## src/logic/relay_select_pkg.sv

```systemverilog
package relay_select_pkg;

	// avalon byte addresses of the register words
	localparam int ADDR_W = 5;
	localparam logic [4:0] RELAY1_SEL_OFS = 5'h00;
	localparam logic [4:0] RELAY2_SEL_OFS = 5'h04;
	localparam logic [4:0] DETECT_FREQ_OFS = 5'h08;
	localparam logic [4:0] DETECT_BAND_OFS = 5'h0c;
	localparam logic [4:0] RELAY_MON_OFS = 5'h10;
	localparam logic [4:0] COND_STATUS_OFS = 5'h14;

	// field widths and relay count
	localparam int SEL_W = 6;
	localparam int FREQ_W = 16;
	localparam int RELAY_N = 2;
	localparam int COND_W = 13;

	// reset values; frequencies in 0.01 Hz steps
	localparam logic [5:0] SEL1_RESET = 6'h1d;
	localparam logic [5:0] SEL2_RESET = 6'h0e;
	localparam logic [15:0] DETECT_FREQ_RESET = 16'h0bb8;
	localparam logic [15:0] DETECT_BAND_RESET = 16'h03e8;

	// selection codes handled here
	localparam logic [5:0] CODE_FDT4 = 6'h04;
	localparam logic [5:0] CODE_OVERLOAD = 6'h05;
	localparam logic [5:0] CODE_IOL_TRIP = 6'h06;
	localparam logic [5:0] CODE_UNDERLOAD = 6'h07;
	localparam logic [5:0] CODE_FAN = 6'h08;
	localparam logic [5:0] CODE_STALL = 6'h09;
	localparam logic [5:0] CODE_OVER_VOLT = 6'h0a;
	localparam logic [5:0] CODE_LOW_VOLT = 6'h0b;
	localparam logic [5:0] CODE_OVER_HEAT = 6'h0c;
	localparam logic [5:0] CODE_LOST_CMD = 6'h0d;
	localparam logic [5:0] CODE_RUN = 6'h0e;
	localparam logic [5:0] CODE_STOP = 6'h0f;
	localparam logic [5:0] CODE_STEADY = 6'h10;

	// bit positions in the condition vector
	localparam int COND_FDT4 = 0;
	localparam int COND_OVERLOAD = 1;
	localparam int COND_IOL_TRIP = 2;
	localparam int COND_UNDERLOAD = 3;
	localparam int COND_FAN = 4;
	localparam int COND_STALL = 5;
	localparam int COND_OVER_VOLT = 6;
	localparam int COND_LOW_VOLT = 7;
	localparam int COND_OVER_HEAT = 8;
	localparam int COND_LOST_CMD = 9;
	localparam int COND_RUN = 10;
	localparam int COND_STOP = 11;
	localparam int COND_STEADY = 12;

endpackage

```

## src/logic/freq_detect_compare.sv

```systemverilog
`timescale 1ns/1ns
module freq_detect_compare (
	// clock and reset
	input wire logic sys_clk,
	input wire logic rst_n,
	// frequencies
	input wire logic [15:0] running_freq,
	input wire logic [15:0] detect_frequency_setting,
	input wire logic [15:0] detect_band_width,
	// ramp state
	input wire logic accelerating,
	input wire logic decelerating,
	// detection level
	output logic ramp_dependent_freq_detect
);
	logic [16:0] freq_plus_half;
	logic accel_hit;
	logic decel_hold;
	logic held_reg;

	// freq > det - band/2 rewritten as freq + band/2 > det, so no underflow
	assign freq_plus_half = {1'b0, running_freq} + {2'b00, detect_band_width[15:1]};
	assign accel_hit = running_freq >= detect_frequency_setting;
	assign decel_hold = freq_plus_half > {1'b0, detect_frequency_setting};

	// separate thresholds per ramp direction; level holds at steady speed
	always_comb begin
		if (accelerating) begin
			ramp_dependent_freq_detect = accel_hit;
		end else if (decelerating) begin
			ramp_dependent_freq_detect = decel_hold;
		end else begin
			ramp_dependent_freq_detect = held_reg;
		end
	end

	always_ff @(posedge sys_clk or negedge rst_n) begin
		if (!rst_n) begin
			held_reg <= 1'b0;
		end else begin
			held_reg <= ramp_dependent_freq_detect;
		end
	end
endmodule

```

## src/logic/relay_condition_mux.sv

```systemverilog
`timescale 1ns/1ns
module relay_condition_mux (
	// selection
	input wire logic [5:0] function_select,
	// condition vector
	input wire logic [12:0] cond,
	// chosen level
	output logic relay_level
);
	function automatic logic pick(input logic [5:0] code, input logic [12:0] c);
		logic r;
		r = 1'b0;
		unique case (code)
			relay_select_pkg::CODE_FDT4: r = c[relay_select_pkg::COND_FDT4];
			relay_select_pkg::CODE_OVERLOAD: r = c[relay_select_pkg::COND_OVERLOAD];
			relay_select_pkg::CODE_IOL_TRIP: r = c[relay_select_pkg::COND_IOL_TRIP];
			relay_select_pkg::CODE_UNDERLOAD: r = c[relay_select_pkg::COND_UNDERLOAD];
			relay_select_pkg::CODE_FAN: r = c[relay_select_pkg::COND_FAN];
			relay_select_pkg::CODE_STALL: r = c[relay_select_pkg::COND_STALL];
			relay_select_pkg::CODE_OVER_VOLT: r = c[relay_select_pkg::COND_OVER_VOLT];
			relay_select_pkg::CODE_LOW_VOLT: r = c[relay_select_pkg::COND_LOW_VOLT];
			relay_select_pkg::CODE_OVER_HEAT: r = c[relay_select_pkg::COND_OVER_HEAT];
			relay_select_pkg::CODE_LOST_CMD: r = c[relay_select_pkg::COND_LOST_CMD];
			relay_select_pkg::CODE_RUN: r = c[relay_select_pkg::COND_RUN];
			relay_select_pkg::CODE_STOP: r = c[relay_select_pkg::COND_STOP];
			relay_select_pkg::CODE_STEADY: r = c[relay_select_pkg::COND_STEADY];
			// codes outside 4..16 belong to other logic and read as off here
			default: r = 1'b0;
		endcase
		return r;
	endfunction

	assign relay_level = pick(function_select, cond);
endmodule

```

## src/logic/relay_output_function_select.sv

```systemverilog
// Decided for this implementation: the address map and the Avalon-MM interface to the registers.
`timescale 1ns/1ns
module relay_output_function_select (
	// clock and reset
	input wire logic sys_clk,
	input wire logic rst_n,
	// avalon-mm slave
	input wire logic [4:0] avs_address,
	input wire logic avs_read,
	input wire logic avs_write,
	input wire logic [31:0] avs_writedata,
	input wire logic [3:0] avs_byteenable,
	output logic [31:0] avs_readdata,
	output logic avs_waitrequest,
	// frequency and ramp state
	input wire logic [15:0] running_freq,
	input wire logic accelerating,
	input wire logic decelerating,
	input wire logic steady_run,
	// protection flags
	input wire logic motor_overload,
	input wire logic inverse_time_overload_trip,
	input wire logic underload_warn,
	input wire logic fan_fault_warn,
	input wire logic motor_stall,
	input wire logic dc_over_voltage,
	input wire logic dc_low_voltage,
	input wire logic drive_overheat,
	// command loss
	input wire logic analog_cmd_lost,
	input wire logic rs485_cmd_lost,
	input wire logic option_card_fitted,
	input wire logic option_analog_lost,
	input wire logic option_comm_power_lost,
	// run state
	input wire logic run_cmd,
	input wire logic output_voltage_on,
	input wire logic dc_braking,
	// relay drives
	output logic relay1_on,
	output logic relay2_on
);
	logic [5:0] relay1_function_select_reg;
	logic [5:0] relay2_function_select_reg;
	logic [15:0] detect_frequency_setting_reg;
	logic [15:0] detect_band_width_reg;
	logic [31:0] readdata_reg;
	logic wait_reg;
	logic [1:0] relay_reg;
	logic [1:0] relay_level;
	logic [5:0] sel [2];
	logic [12:0] cond;
	logic fdt4_level;
	logic bus_write;
	logic bus_read;

	// merge a 16-bit field with the two low byte lanes
	function automatic logic [15:0] merge16(input logic [15:0] old,
			input logic [31:0] wd, input logic [3:0] be);
		logic [15:0] r;
		r = old;
		if (be[0]) begin
			r[7:0] = wd[7:0];
		end
		if (be[1]) begin
			r[15:8] = wd[15:8];
		end
		return r;
	endfunction

	// bus handshake: one wait cycle, then answer for a single cycle
	assign bus_write = avs_write && !wait_reg;
	assign bus_read = avs_read && wait_reg;
	assign avs_waitrequest = wait_reg;
	assign avs_readdata = readdata_reg;

	always_ff @(posedge sys_clk or negedge rst_n) begin
		if (!rst_n) begin
			wait_reg <= 1'b1;
		end else if (!wait_reg) begin
			wait_reg <= 1'b1;
		end else if (avs_read || avs_write) begin
			wait_reg <= 1'b0;
		end
	end

	// configuration writes; unmapped offsets are ignored
	always_ff @(posedge sys_clk or negedge rst_n) begin
		if (!rst_n) begin
			relay1_function_select_reg <= relay_select_pkg::SEL1_RESET;
			relay2_function_select_reg <= relay_select_pkg::SEL2_RESET;
			detect_frequency_setting_reg <= relay_select_pkg::DETECT_FREQ_RESET;
			detect_band_width_reg <= relay_select_pkg::DETECT_BAND_RESET;
		end else if (bus_write) begin
			unique case (avs_address)
				relay_select_pkg::RELAY1_SEL_OFS: begin
					if (avs_byteenable[0]) begin
						relay1_function_select_reg <= avs_writedata[5:0];
					end
				end
				relay_select_pkg::RELAY2_SEL_OFS: begin
					if (avs_byteenable[0]) begin
						relay2_function_select_reg <= avs_writedata[5:0];
					end
				end
				relay_select_pkg::DETECT_FREQ_OFS: begin
					detect_frequency_setting_reg <= merge16(detect_frequency_setting_reg,
						avs_writedata, avs_byteenable);
				end
				relay_select_pkg::DETECT_BAND_OFS: begin
					detect_band_width_reg <= merge16(detect_band_width_reg,
						avs_writedata, avs_byteenable);
				end
				default: begin
				end
			endcase
		end
	end

	// read data, loaded while the wait cycle is shown
	always_ff @(posedge sys_clk or negedge rst_n) begin
		if (!rst_n) begin
			readdata_reg <= 32'h0000_0000;
		end else if (bus_read) begin
			unique case (avs_address)
				relay_select_pkg::RELAY1_SEL_OFS:
					readdata_reg <= {26'h000_0000, relay1_function_select_reg};
				relay_select_pkg::RELAY2_SEL_OFS:
					readdata_reg <= {26'h000_0000, relay2_function_select_reg};
				relay_select_pkg::DETECT_FREQ_OFS:
					readdata_reg <= {16'h0000, detect_frequency_setting_reg};
				relay_select_pkg::DETECT_BAND_OFS:
					readdata_reg <= {16'h0000, detect_band_width_reg};
				relay_select_pkg::RELAY_MON_OFS:
					readdata_reg <= {30'h0000_0000, relay_reg};
				relay_select_pkg::COND_STATUS_OFS:
					readdata_reg <= {19'h0_0000, cond};
				default:
					readdata_reg <= 32'h0000_0000;
			endcase
		end
	end

	freq_detect_compare u_fdt (
		.sys_clk(sys_clk),
		.rst_n(rst_n),
		.running_freq(running_freq),
		.detect_frequency_setting(detect_frequency_setting_reg),
		.detect_band_width(detect_band_width_reg),
		.accelerating(accelerating),
		.decelerating(decelerating),
		.ramp_dependent_freq_detect(fdt4_level)
	);

	// condition vector indexed by selection code minus four
	always_comb begin
		cond = '0;
		cond[relay_select_pkg::COND_FDT4] = fdt4_level;
		cond[relay_select_pkg::COND_OVERLOAD] = motor_overload;
		cond[relay_select_pkg::COND_IOL_TRIP] = inverse_time_overload_trip;
		cond[relay_select_pkg::COND_UNDERLOAD] = underload_warn;
		cond[relay_select_pkg::COND_FAN] = fan_fault_warn;
		cond[relay_select_pkg::COND_STALL] = motor_overload && motor_stall;
		cond[relay_select_pkg::COND_OVER_VOLT] = dc_over_voltage;
		cond[relay_select_pkg::COND_LOW_VOLT] = dc_low_voltage;
		cond[relay_select_pkg::COND_OVER_HEAT] = drive_overheat;
		cond[relay_select_pkg::COND_LOST_CMD] = analog_cmd_lost || rs485_cmd_lost
			|| (option_card_fitted && (option_analog_lost || option_comm_power_lost));
		cond[relay_select_pkg::COND_RUN] = run_cmd && output_voltage_on
			&& !dc_braking;
		cond[relay_select_pkg::COND_STOP] = !run_cmd && !output_voltage_on;
		cond[relay_select_pkg::COND_STEADY] = steady_run;
	end

	assign sel[0] = relay1_function_select_reg;
	assign sel[1] = relay2_function_select_reg;

	// one selector and output flop per relay
	generate
		for (genvar i = 0; i < relay_select_pkg::RELAY_N; i++) begin : g_relay
			relay_condition_mux u_mux (
				.function_select(sel[i]),
				.cond(cond),
				.relay_level(relay_level[i])
			);
			always_ff @(posedge sys_clk or negedge rst_n) begin
				if (!rst_n) begin
					relay_reg[i] <= 1'b0;
				end else begin
					relay_reg[i] <= relay_level[i];
				end
			end
		end
	endgenerate

	assign relay1_on = relay_reg[0];
	assign relay2_on = relay_reg[1];

	logic [16:0] chk_thresh;
	assign chk_thresh = {1'b0, running_freq} + {2'b00, detect_band_width_reg[15:1]};
endmodule

```

## config.mk

```make
export PLATFORM = sky130hd
export DESIGN_NAME = relay_output_function_select
export DESIGN_NICKNAME = d
export VERILOG_FILES = /design/src/logic/relay_select_pkg.sv /design/src/logic/freq_detect_compare.sv /design/src/logic/relay_condition_mux.sv /design/src/logic/relay_output_function_select.sv
export SDC_FILE = /design/constraint.sdc
export NUM_CORES = 1
export LEC_CHECK = 0
export BUFFER_PORTS_ARGS = -buffer_cell sky130_fd_sc_hd__buf_2
export CAP_MARGIN = 20
export CORE_UTILIZATION = 30
export DETAILED_ROUTE_END_ITERATION = 6
export PLACE_DENSITY = 0.6
export SYNTH_ARGS = -nofsm -noshare
export SYNTH_HDL_FRONTEND = slang
export SYNTH_HIERARCHICAL = 1
export SYNTH_SLANG_ARGS = --single-unit
```

## constraint.sdc

```tcl
create_clock -name sys_clk -period 4.89 [get_ports sys_clk]
set_clock_uncertainty 0.2 [all_clocks]
set_input_delay 1.2225 -clock sys_clk [delete_from_list [all_inputs] [get_ports sys_clk]]
set_output_delay 1.2225 -clock sys_clk [all_outputs]
set_load 0.02 [all_outputs]
```

==> results.tsv, run 1 <==
stage	metric	value	unit
outcome	outcome	finished with violations	
outcome	failing checks	setup timing	
synth	Synth area leaders	dfrtp_1 22%, ha_1 12%, dfstp_2 11%	
clock_tree	Clock Sinks	64	
min_path	hold crit path type	register to register	
critical_path	crit path buf inv count	2	
sta	Max Fclk	0.200	GHz
synth	top cell type's share of synthesized area	0.224	
clock_tree	clock-pin slew of the registers on the worst-case setup and hold paths	0.05	ns
die	io pins	115	
die	chip height	129	um
die	die area	16500	sq um
critical_path	cell family with most CP delay	compound AO/OA/AOI/OAI gates	
place	RePlAce Congestion	0.841	
sta	clock period minus worst slack	5.01	ns
layout	Layout Nets	702	
sta	final hold slack	0.282	ns
sta	Final Hold Fails	0	
place	input/output buffers	80	
critical_path	critical path class	input port to register	
clock_tree	CTS tree	built	
power_and_ir_drop	maximum VDD drop	0.170	mV
synth	Synth cell types	69	
place	pre-CTS WS	-0.771	ns
clock_tree	H-Tree Depth	3	
die	site row count	45	
synth	EDFF count, synth	0	
die	Starting Density	0.312	
sta	worst slew pin tran	0.967	ns
routing	wirelength, routed	13900	um
synth	Post-Syn Area	4810	sq um
global_routing	vias in the first global route	4117	
routing	router iterations before antenna repair	6	
critical_path	worst-path maximum fanout	4	
routing	routed vias/inst	5.10	
layout	Design Area, Final	6060	sq um
sta	Tcrit/Tclk final	1.02	
routing	post-DR wirelength/cell	17.5	um
synth	fraction of registers with async set/reset	1.00	
sta	final setup fails	3	
sta	Max-slew headroom	0.355	
global_routing	first-pass GRT wire length	21700	um
die	core area	15400	sq um
critical_path	critical-path cell list	buf_8 > ha_4 > inv_2 > fa_2 > nor2b_4 > o31ai_4 > a211oi_2 > a21oi_2 > nand2b_1 > a31oi_1 > xnor2_1 > ha_1 > nand4_1 > nor3_4 > nand3_1 > and3_1 > a222oi_1 > o21ai_2 > nor3b_2 > a31oi_1 > o22ai_1 > a31oi_1 > o211ai_1	
global_routing	largest net degree at the start of global routing	42	
synth	ys flop type	dfrtp_1	
sta	final setup margin	-0.118	ns
synth	synth warn	6	
power_and_ir_drop	PD cells	297	nW/um^2
critical_path	max incr delay on CP	0.38	ns
critical_path	CP max stage cell	fa_2	
synth	Syn Inst Count	459	
routing	number of DRC markers in iteration 0	206	
routing	Vias	4029	
synth	Seq cells post-synth	64	
synth	top post-synthesis cells by count	47 x ha_1, 43 x dfrtp_1, 43 x mux2_2	
synth	sequential area share after synthesis	0.339	
sta	Final Max Slew Viols	0	
layout	proportion of layout cells with a drive suffix above 1	0.418	
layout	Area growth, synth to finish	26.1	%
critical_path	crit path capture type	register	
synth	cell accounting for the most synthesized area	dfrtp_1	
global_routing	total grt overflow	0	
sta	RSZ-0062 raised after global routing	true	
routing	ANT nets after route	0	
clock_tree	clock latency at the later pin of the worst-skew pair	0.34	ns
routing	drc violations	0	
critical_path	Worst setup SP type	input port	
global_routing	All-Layer GR Usage	0.173	
layout	final core utilization	0.393	
run	Max-cap violations	0	
layout	# diodes	0	
clock_tree	clk root buf	clkbuf_16	
global_routing	initial antenna violation count	0	
critical_path	worst endpoint required time	4.89	ns
place	Cell Area, Placed	5560	sq um
critical_path	Worst EP arrival	5.01	ns
clock_tree	CTS Buf Count	9	
die	Die Width	129	um
critical_path	most used cell, CP	a31oi_1	
power_and_ir_drop	Lkg Pwr	2.81	nW
clock_tree	deepest clock path buffer count	2	
synth	average cell area after synthesis	10.5	sq um
synth	count leader, synth	ha_1	
place	HPWL after DPL	11000	um
==> power by group <==
| part | internal, mW | switching, mW |
|---|---|---|
| clock | 0.394 | 0.242 |
| combinational | 0.243 | 0.275 |
| sequential | 0.589 | 0.0551 |
==> layer usage <==
| layer | vias up | GRT usage | part of all wire |
|---|---|---|---|
| met3 | 16 | 0.0412 | 0.055 |
| met1 | 1981 | 0.223 | 0.45 |
| met5 | - | 0 | 0 |
| met4 | 0 | 0.0408 | 0.014 |
| met2 | 111 | 0.291 | 0.48 |
| li1 | 1921 | - | - |
==> final timing paths <==
kind | from | endpoint | slack [ns] | cells after the start
worst min register to register | avs_readdata[14]$_DFFE_PN0P_ | avs_readdata[14]$_DFFE_PN0P_ | 0.28 | 2
min in group asynchronous | rst_n | detect_band_width_reg[11]$_DFFE_PN0P_ | 0.84 | 1
worst max-delay path | running_freq[0] | relay1_on$_DFF_PN0_ | -0.12 | 23
worst max register to register | detect_band_width_reg[1]$_DFFE_PN0P_ | relay1_on$_DFF_PN0_ | 0.36 | 22
worst min-delay path | avs_readdata[14]$_DFFE_PN0P_ | avs_readdata[14]$_DFFE_PN0P_ | 0.28 | 2
max in group asynchronous | rst_n | avs_waitrequest$_DFF_PN1_ | 2.72 | 2
==> cell usage in the layout (no fill, tap or decap), drive strengths merged, types with 8 or more instances in the layout <==
cell	count
a21o	11
o21ai	14
a21oi	24
dfstp	21
buf	116
nor3	11
mux2i	12
clkbuf	10
nand2	20
nor2	30
conb	16
dfrtp	43
ha	47
mux2	51
inv	21
a31oi	8
==> worst min-delay path, stage by stage (launching register included) <==
cell and delay [ns]:
dfrtp_1 0.34, nand2_1 0.05, o31ai_1 0.06
==> kinds of logic (layout without fill, tap and decap cells) <==
family / after synthesis / count (layout) / synth area share
mux: 66 / 66 / 0.165
other cells: 1 / 16 / 0.000780
simple gates: 111 / 111 / 0.128
xor+xnor: 12 / 12 / 0.0219
fa+ha+maj: 48 / 48 / 0.127
flops: 64 / 64 / 0.339
buf+inv: 49 / 154 / 0.0607
compound gates: 108 / 108 / 0.158
==> layout make-up <==
type,count,area [sq um]
clock buffer,9,225
multi-input combinational,361,3100
inverter,21,78.8
tap,211,264
fill,1528,9370
sequential,64,1630
timing repair buffer,117,691
clock inverter,7,72.6
==> per-stage QoR <==
stage | TNS (ns) | cells | total power, mW
finish | -0.281 | 790 | 1.80
floorplan | 0 | 474 | 0.951
global placement | -2.15 | 768 | 1.11
detailed placement | -2.26 | 768 | 1.13
CTS | -0.102 | 788 | 1.79
global route | -0.791 | 790 | 1.89
==> timing repair <==
| action | CTS | global route |
|---|---|---|
| pin swaps | 20 | 3 |
| setup endpoints to repair | 3 | 3 |
| setup buffers | 4 | 1 |
| hold buffers | 0 | 0 |
| gates resized for setup | 23 | 8 |
No activity file was read; power rests on OpenSTA's default activity.
==> run 2: changes to the inputs <==
CORE_UTILIZATION = 40   (was 30)
PLACE_DENSITY = 0.72   (was 0.6)
==> run 2 against run 1 <==
The flow finishes with violations (DRC, setup timing). Worst hold slack worse by 0.011 ns. Global-route usage is 4.6 points higher. Via count is 0.74% higher. Fmax is 0.47% higher. Sequential power hardly changed. Clock power is 1% lower. Sequential share of layout area is 0.65 points higher. Largest power group unchanged.
==> results.tsv, run 2 (synthesis results as in run 1) <==
stage	metric	value	unit	change
die	chip height	112	um	was 129 um
place	RePlAce Congestion	0.890		was 0.841
sta	Max Fclk	0.201	GHz	was 0.200 GHz
global_routing	vias in the first global route	4134		was 4117
critical_path	CP max stage cell	fa_2		unchanged
die	io pins	115		unchanged
critical_path	crit path capture type	register		unchanged
critical_path	max incr delay on CP	0.37	ns	was 0.38 ns
critical_path	critical-path cell list	buf_8 > ha_4 > inv_2 > fa_2 > nor2b_4 > o31ai_4 > a211oi_2 > a21oi_2 > nand2b_1 > a31oi_1 > xnor2_1 > ha_1 > nand4_1 > nor3_4 > nand3_1 > and3_1 > a222oi_1 > o21ai_2 > nor3b_2 > a31oi_1 > o22ai_1 > a31oi_1 > o211ai_1		unchanged
die	site row count	39		was 45
layout	Design Area, Final	5920	sq um	was 6060 sq um
layout	Area growth, synth to finish	23.1	%	was 26.1%
routing	routed vias/inst	5.65		was 5.10
die	Starting Density	0.416		was 0.312
layout	commonest non-fill, non-tap cell in the layout	buf_2		unchanged
clock_tree	CTS tree	built		unchanged
sta	final setup margin	-0.0944	ns	was -0.118 ns
sta	final hold slack	0.271	ns	was 0.282 ns
critical_path	worst endpoint required time	4.90	ns	was 4.89 ns
routing	number of DRC markers in iteration 0	296		was 206
power_and_ir_drop	maximum VDD drop	0.152	mV	was 0.170 mV
routing	router iterations before antenna repair	7		was 6
global_routing	first-pass GRT wire length	21100	um	was 21700 um
routing	post-DR wirelength/cell	18.0	um	was 17.5 um
clock_tree	clock-pin slew of the registers on the worst-case setup and hold paths	0.06	ns	was 0.05 ns
clock_tree	clk root buf	clkbuf_16		unchanged
routing	Vias	4059		was 4029
outcome	outcome	finished with violations		unchanged
place	Cell Area, Placed	5460	sq um	was 5560 sq um
sta	setup TNS	-0.178	ns	was -0.281 ns
die	core area	11600	sq um	was 15400 sq um
layout	Layout Nets	699		was 702
clock_tree	deepest clock path buffer count	2		unchanged
run	Max-cap violations	0		unchanged
clock_tree	clock latency at the later pin of the worst-skew pair	0.34	ns	about the same
sta	clock period minus worst slack	4.98	ns	was 5.01 ns
sta	Final Max Slew Viols	0		unchanged
place	HPWL after DPL	10100	um	was 11000 um
sta	Max-slew headroom	0.427		was 0.355
power_and_ir_drop	PD cells	300	nW/um^2	was 297 nW/um^2
sta	worst slew pin tran	0.858	ns	was 0.967 ns
global_routing	initial antenna violation count	0		unchanged
global_routing	largest net degree at the start of global routing	34		was 42
clock_tree	H-Tree Depth	3		unchanged
critical_path	most used cell, CP	a31oi_1		unchanged
power_and_ir_drop	Power Total	1.77	mW	was 1.80 mW
layout	# diodes	0		unchanged
critical_path	Worst EP arrival	4.99	ns	was 5.01 ns
routing	drc violations	20		was 0
outcome	failing checks	DRC, setup timing		was setup timing
clock_tree	CTS Buf Count	9		unchanged
routing	ANT nets after route	0		unchanged
routing	wirelength, routed	13000	um	was 13900 um
power_and_ir_drop	Lkg Pwr	2.79	nW	was 2.81 nW
critical_path	Worst setup SP type	input port		unchanged
min_path	hold crit path type	register to register		unchanged
sta	final setup fails	2		was 3
place	input/output buffers	80		unchanged
layout	proportion of layout cells with a drive suffix above 1	0.406		was 0.418
clock_tree	hold_buf cts	0		unchanged
die	die area	12500	sq um	was 16500 sq um
critical_path	critical path class	input port to register		unchanged
die	Die Width	112	um	was 129 um
global_routing	All-Layer GR Usage	0.219		was 0.173
layout	commonest cells after routing, fill and taps aside	78 x buf_2, 44 x ha_1, 43 x mux2_2, 43 x dfrtp_1, 34 x buf_4		was 78 x buf_2, 43 x dfrtp_1, 43 x ha_1
sta	Tcrit/Tclk final	1.02		about the same
sta	Final Hold Fails	0		unchanged
global_routing	total grt overflow	0		unchanged
sta	RSZ-0062 raised after global routing	true		unchanged
critical_path	worst-path maximum fanout	4		unchanged
clock_tree	Clock Sinks	64		unchanged
run 2: cell types whose count changed in the layout (fill, tap and decap cells not counted), sizes merged:
cell      previous run  this run
buf                116       113
clkbuf              10        11
clkinvlp             2         1
run 2: path summary, 6_finish.rpt:
check / slack (ns) / start / end / depth (start not counted)
worst max register to register: 0.38 / detect_band_width_reg[1]$_DFFE_PN0P_ / relay2_on$_DFF_PN0_ / 22
worst max-delay path: -0.09 / running_freq[0] / relay2_on$_DFF_PN0_ / 23
worst min-delay path: 0.27 / avs_readdata[14]$_DFFE_PN0P_ / avs_readdata[14]$_DFFE_PN0P_ / 2
worst min register to register: 0.27 / avs_readdata[14]$_DFFE_PN0P_ / avs_readdata[14]$_DFFE_PN0P_ / 2
max in group asynchronous: 2.83 / rst_n / detect_frequency_setting_reg[3]$_DFFE_PN1P_ / 2
min in group asynchronous: 0.73 / rst_n / detect_frequency_setting_reg[14]$_DFFE_PN0P_ / 1
run 2: layout make-up:
type	count	area, sq um
multi-input combinational	361	3070
timing repair buffer	114	668
fill	1054	5650
clock buffer	10	229
sequential	64	1630
clock inverter	6	61.3
inverter	21	78.8
tap	143	179
run 2: power by group:
part	internal [mW]	switching (mW)	total, mW	leakage [nW]
registers	0.589	0.0531	0.642	0.794
clock network	0.392	0.235	0.628	0.142
logic	0.235	0.268	0.503	1.86
total	1.22	0.557	1.77	2.79
run 2: routing by layer:
metal / part of all wire / global-route usage
met3: 0.058 / 0.0572
met2: 0.50 / 0.375
met1: 0.43 / 0.273
met4: 0.012 / 0.0595
met5: 0 / 0
run 2: critical path: cells and delay by family:
| family | cells | cell delay (ns) |
|---|---|---|
| and+or+nand+nor | 7 | 1.18 |
| AOI/OAI and AO/OA | 10 | 1.54 |
| buffers and inverters | 2 | 0.12 |
| xor gates and xnor gates | 1 | 0.14 |
| adders and majority gates | 3 | 0.79 |
run 2: timing repair:
action | CTS | global route
gates resized for setup | 19 | 7
setup buffers | 4 | 1
endpoints found under the setup margin | 3 | 3
pin swaps | 19 | 18
run 2: stage by stage:
step | worst slack (ns) | cells | utilization
floorplan | 0.0126 | 474 | -
global placement | -0.611 | 698 | 0.472
detailed placement | -0.674 | 698 | 0.472
CTS | 0.0118 | 717 | 0.508
global route | -0.457 | 719 | 0.512
finish | -0.0944 | 719 | 0.512
==> run 3: changes to the inputs <==
BUFFER_PORTS_ARGS = default   (was -buffer_cell sky130_fd_sc_hd__buf_2)
DONT_BUFFER_PORTS = 1   (was default)
PLACE_DENSITY = 0.64   (was 0.72)
SYNTH_HIERARCHICAL = default   (was 1)
==> run 3 against run 2 <==
The run ends with DRC left. Global-route usage down 0.65 points. Critical path depth decreased by 7. Combinational power shrank 24%. Critical path type unchanged. Critical endpoint is now relay1_on$_DFF_PN0_. Highest routed layer unchanged.
==> results.tsv, run 3 <==
stage	metric	value	unit	change
outcome	outcome	finished with violations		unchanged
outcome	failing checks	DRC		was DRC, setup timing
sta	Final Max Slew Viols	0		unchanged
routing	Met3 Wirelength	1170	um	was 747 um
clock_tree	H-Tree Depth	3		unchanged
clock_tree	post-cts resize count	0		was 19
critical_path	R2R setup slack	0.73	ns	was 0.38 ns
synth	count leader, synth	nand2_1		was ha_1
place	pre-CTS WS	-0.0514	ns	was -0.674 ns
layout	commonest non-fill, non-tap cell in the layout	nand2_1		was buf_2
layout	Layout Nets	629		was 699
place	HPWL after DPL	10400	um	was 10100 um
synth	Seq cells post-synth	64		unchanged
clock_tree	clk root buf	clkbuf_16		unchanged
global_routing	largest net degree at the start of global routing	65		was 34
critical_path	worst-path maximum fanout	4		unchanged
layout	Area growth, synth to finish	6.68	%	was 23.1%
routing	wirelength, routed	13100	um	was 13000 um
min_path	hold crit path type	register to register		unchanged
run	Max-cap violations	0		unchanged
routing	number of DRC markers in iteration 0	362		was 296
clock_tree	CTS tree	built		unchanged
critical_path	FF-to-FF path depth	16		was 22
critical_path	critical path class	input port to register		unchanged
sta	Final Hold Fails	0		unchanged
routing	drc violations	25		was 20
global_routing	total grt overflow	0		unchanged
synth	Syn Inst Count	509		was 459
sta	final hold slack	0.309	ns	was 0.271 ns
critical_path	Reg-to-Reg Start	detect_band_width_reg[1]$_DFFE_PN0P_		unchanged
power_and_ir_drop	PD cells	324	nW/um^2	was 300 nW/um^2
die	io pins	115		unchanged
layout	proportion of layout cells with a drive suffix above 1	0.156		was 0.406
synth	Synth area leaders	dfrtp_1 23%, ha_1 12%, dfstp_2 12%		was dfrtp_1 22%, ha_1 12%, dfstp_2 11%
die	Starting Density	0.414		was 0.416
sta	clock period minus worst slack	4.62	ns	was 4.98 ns
critical_path	Worst setup SP type	input port		unchanged
sta	Max Fclk	0.216	GHz	was 0.201 GHz
min_path	Hold Crit Depth	1		was 2
routing	Met1 Routed Length	5520	um	was 5610 um
synth	top cell type's share of synthesized area	0.225		was 0.224
synth	EDFF count, synth	0		unchanged
global_routing	first-pass GRT wire length	20600	um	was 21100 um
synth	cell accounting for the most synthesized area	dfrtp_1		unchanged
die	site row count	39		unchanged
synth	fraction of registers with async set/reset	1.00		unchanged
routing	Vias	3930		was 4059
critical_path	r2r endpoint	relay1_on$_DFF_PN0_		was relay2_on$_DFF_PN0_
layout	final core utilization	0.442		was 0.512
die	chip height	111	um	was 112 um
critical_path	Worst Setup SP	running_freq[0]		unchanged
sta	final setup margin	0.271	ns	was -0.0944 ns
routing	Top Layer Used	met4		unchanged
die	die area	12400	sq um	was 12500 sq um
synth	average cell area after synthesis	9.38	sq um	was 10.5 sq um
sta	RSZ-0062 raised after global routing	false		was true
min_path	worst hold path startpoint	detect_band_width_reg[0]$_DFFE_PN0P_		was avs_readdata[14]$_DFFE_PN0P_
die	Die Width	111	um	was 112 um
routing	post-DR wirelength/cell	20.1	um	was 18.0 um
clock_tree	CTS Buf Count	9		unchanged
min_path	worst hold endpoint	detect_band_width_reg[0]$_DFFE_PN0P_		was avs_readdata[14]$_DFFE_PN0P_
die	core area	11500	sq um	was 11600 sq um
sta	Max-slew headroom	0.584		was 0.427
sta	worst slew pin tran	0.622	ns	was 0.858 ns
place	RePlAce Congestion	0.942		was 0.890
synth	sequential area share after synthesis	0.341		was 0.339
layout	fillcell total	1117		was 1054
clock_tree	Clock Sinks	64		unchanged
power_and_ir_drop	maximum VDD drop	0.127	mV	was 0.152 mV
clock_tree	clock latency at the later pin of the worst-skew pair	0.32	ns	was 0.34 ns
clock_tree	deepest clock path buffer count	2		unchanged
routing	routed vias/inst	6.06		was 5.65
layout	commonest cells after routing, fill and taps aside	59 x nand2_1, 47 x ha_1, 43 x dfrtp_1		was 78 x buf_2, 44 x ha_1, 43 x mux2_2, 43 x dfrtp_1, 34 x buf_4
critical_path	crit path capture type	register		unchanged
global_routing	All-Layer GR Usage	0.213		was 0.219
synth	synth warn	0		was 6
synth	Post-Syn Area	4770	sq um	was 4810 sq um
clock_tree	hold_buf cts	0		unchanged
global_routing	vias in the first global route	3939		was 4134
global_routing	initial antenna violation count	0		unchanged
critical_path	Worst EP arrival	4.62	ns	was 4.99 ns
synth	Synth cell types	70		was 69
clock_tree	clock-pin slew of the registers on the worst-case setup and hold paths	0.05	ns	was 0.06 ns
routing	ANT nets after route	0		unchanged
place	input/output buffers	0		was 80
clock_tree	post-CTS setup buffers	0		was 4
sta	Tcrit/Tclk final	0.945		was 1.02
routing	router iterations before antenna repair	7		unchanged
synth	ys flop type	dfrtp_1		unchanged
synth	top post-synthesis cells by count	59 x nand2_1, 47 x ha_1, 43 x dfrtp_1		was 47 x ha_1, 43 x dfrtp_1, 43 x mux2_2
sta	final setup fails	0		was 2
power_and_ir_drop	Lkg Pwr	2.30	nW	was 2.79 nW
critical_path	worst endpoint required time	4.89	ns	was 4.90 ns
routing	met2 routed WL	6100	um	was 6450 um
layout	# diodes	0		unchanged
## run 3: report_power, final
group	switching [mW]	internal [mW]	leakage [nW]
registers	0.0584	0.590	0.771
logic	0.217	0.166	1.39
clock network	0.225	0.391	0.138
total	0.500	1.15	2.30
## run 3: cell families (layout without fill, tap and decap cells)
family / Yosys count / in the layout / synth area share
buf+inv: 62 / 44 / 0.0658
fa+ha+maj: 48 / 48 / 0.127
other cells: 1 / 16 / 0.000786
mux: 37 / 37 / 0.0852
flops: 64 / 64 / 0.341
compound gates: 144 / 144 / 0.203
xor+xnor: 10 / 10 / 0.0183
simple gates: 143 / 143 / 0.159
## run 3: layout make-up
type	count	area [sq um]	share of cell area
sequential	64	1630	0.320
multi-input combinational	398	2890	0.567
timing repair buffer	1	7.51	0.00147
inverter	27	101	0.0199
clock inverter	6	60.1	0.0118
clock buffer	10	229	0.0450
tap	143	179	0.0351
## run 3: how the worst max path moves through the flow
stage,to,depth (start not counted),slack (ns)
after CTS,relay1_on$_DFF_PN0_,16,0.28
after detailed placement,relay1_on$_DFF_PN0_,16,-0.05
after floorplan,relay1_on$_DFF_PN0_,16,0.34
after global routing,relay1_on$_DFF_PN0_,16,0.14
after global placement,relay1_on$_DFF_PN0_,16,0.07
final,relay1_on$_DFF_PN0_,16,0.27
## run 3: per-stage QoR
stage	cells	instance area [sq um]	setup TNS (ns)	total power [mW]
finish	649	5090	0	1.65
global route	649	5090	0	1.72
floorplan	524	4830	0	0.946
global placement	633	4800	0	1.01
CTS	649	5090	0	1.65
detailed placement	633	4800	-0.0514	1.03
## run 3: worst max-delay path, stage by stage
cell,delay [ns]
ha_1,0.19
inv_1,0.07
fa_1,0.40
nor2b_1,0.20
o31ai_2,0.12
a211o_1,0.32
a21boi_1,0.19
or4_1,0.14
nand3_1,0.08
ha_1,0.20
or4b_1,0.54
a21oi_2,0.13
o221ai_2,0.10
o211ai_2,0.17
nand4b_2,0.23
a311o_1,0.34
## run 3: routing by layer
layer / up-vias / GRT usage
met5: - / 0
met4: 0 / 0.0721
met3: 20 / 0.0563
met2: 187 / 0.353
met1: 1893 / 0.267
li1: 1830 / -
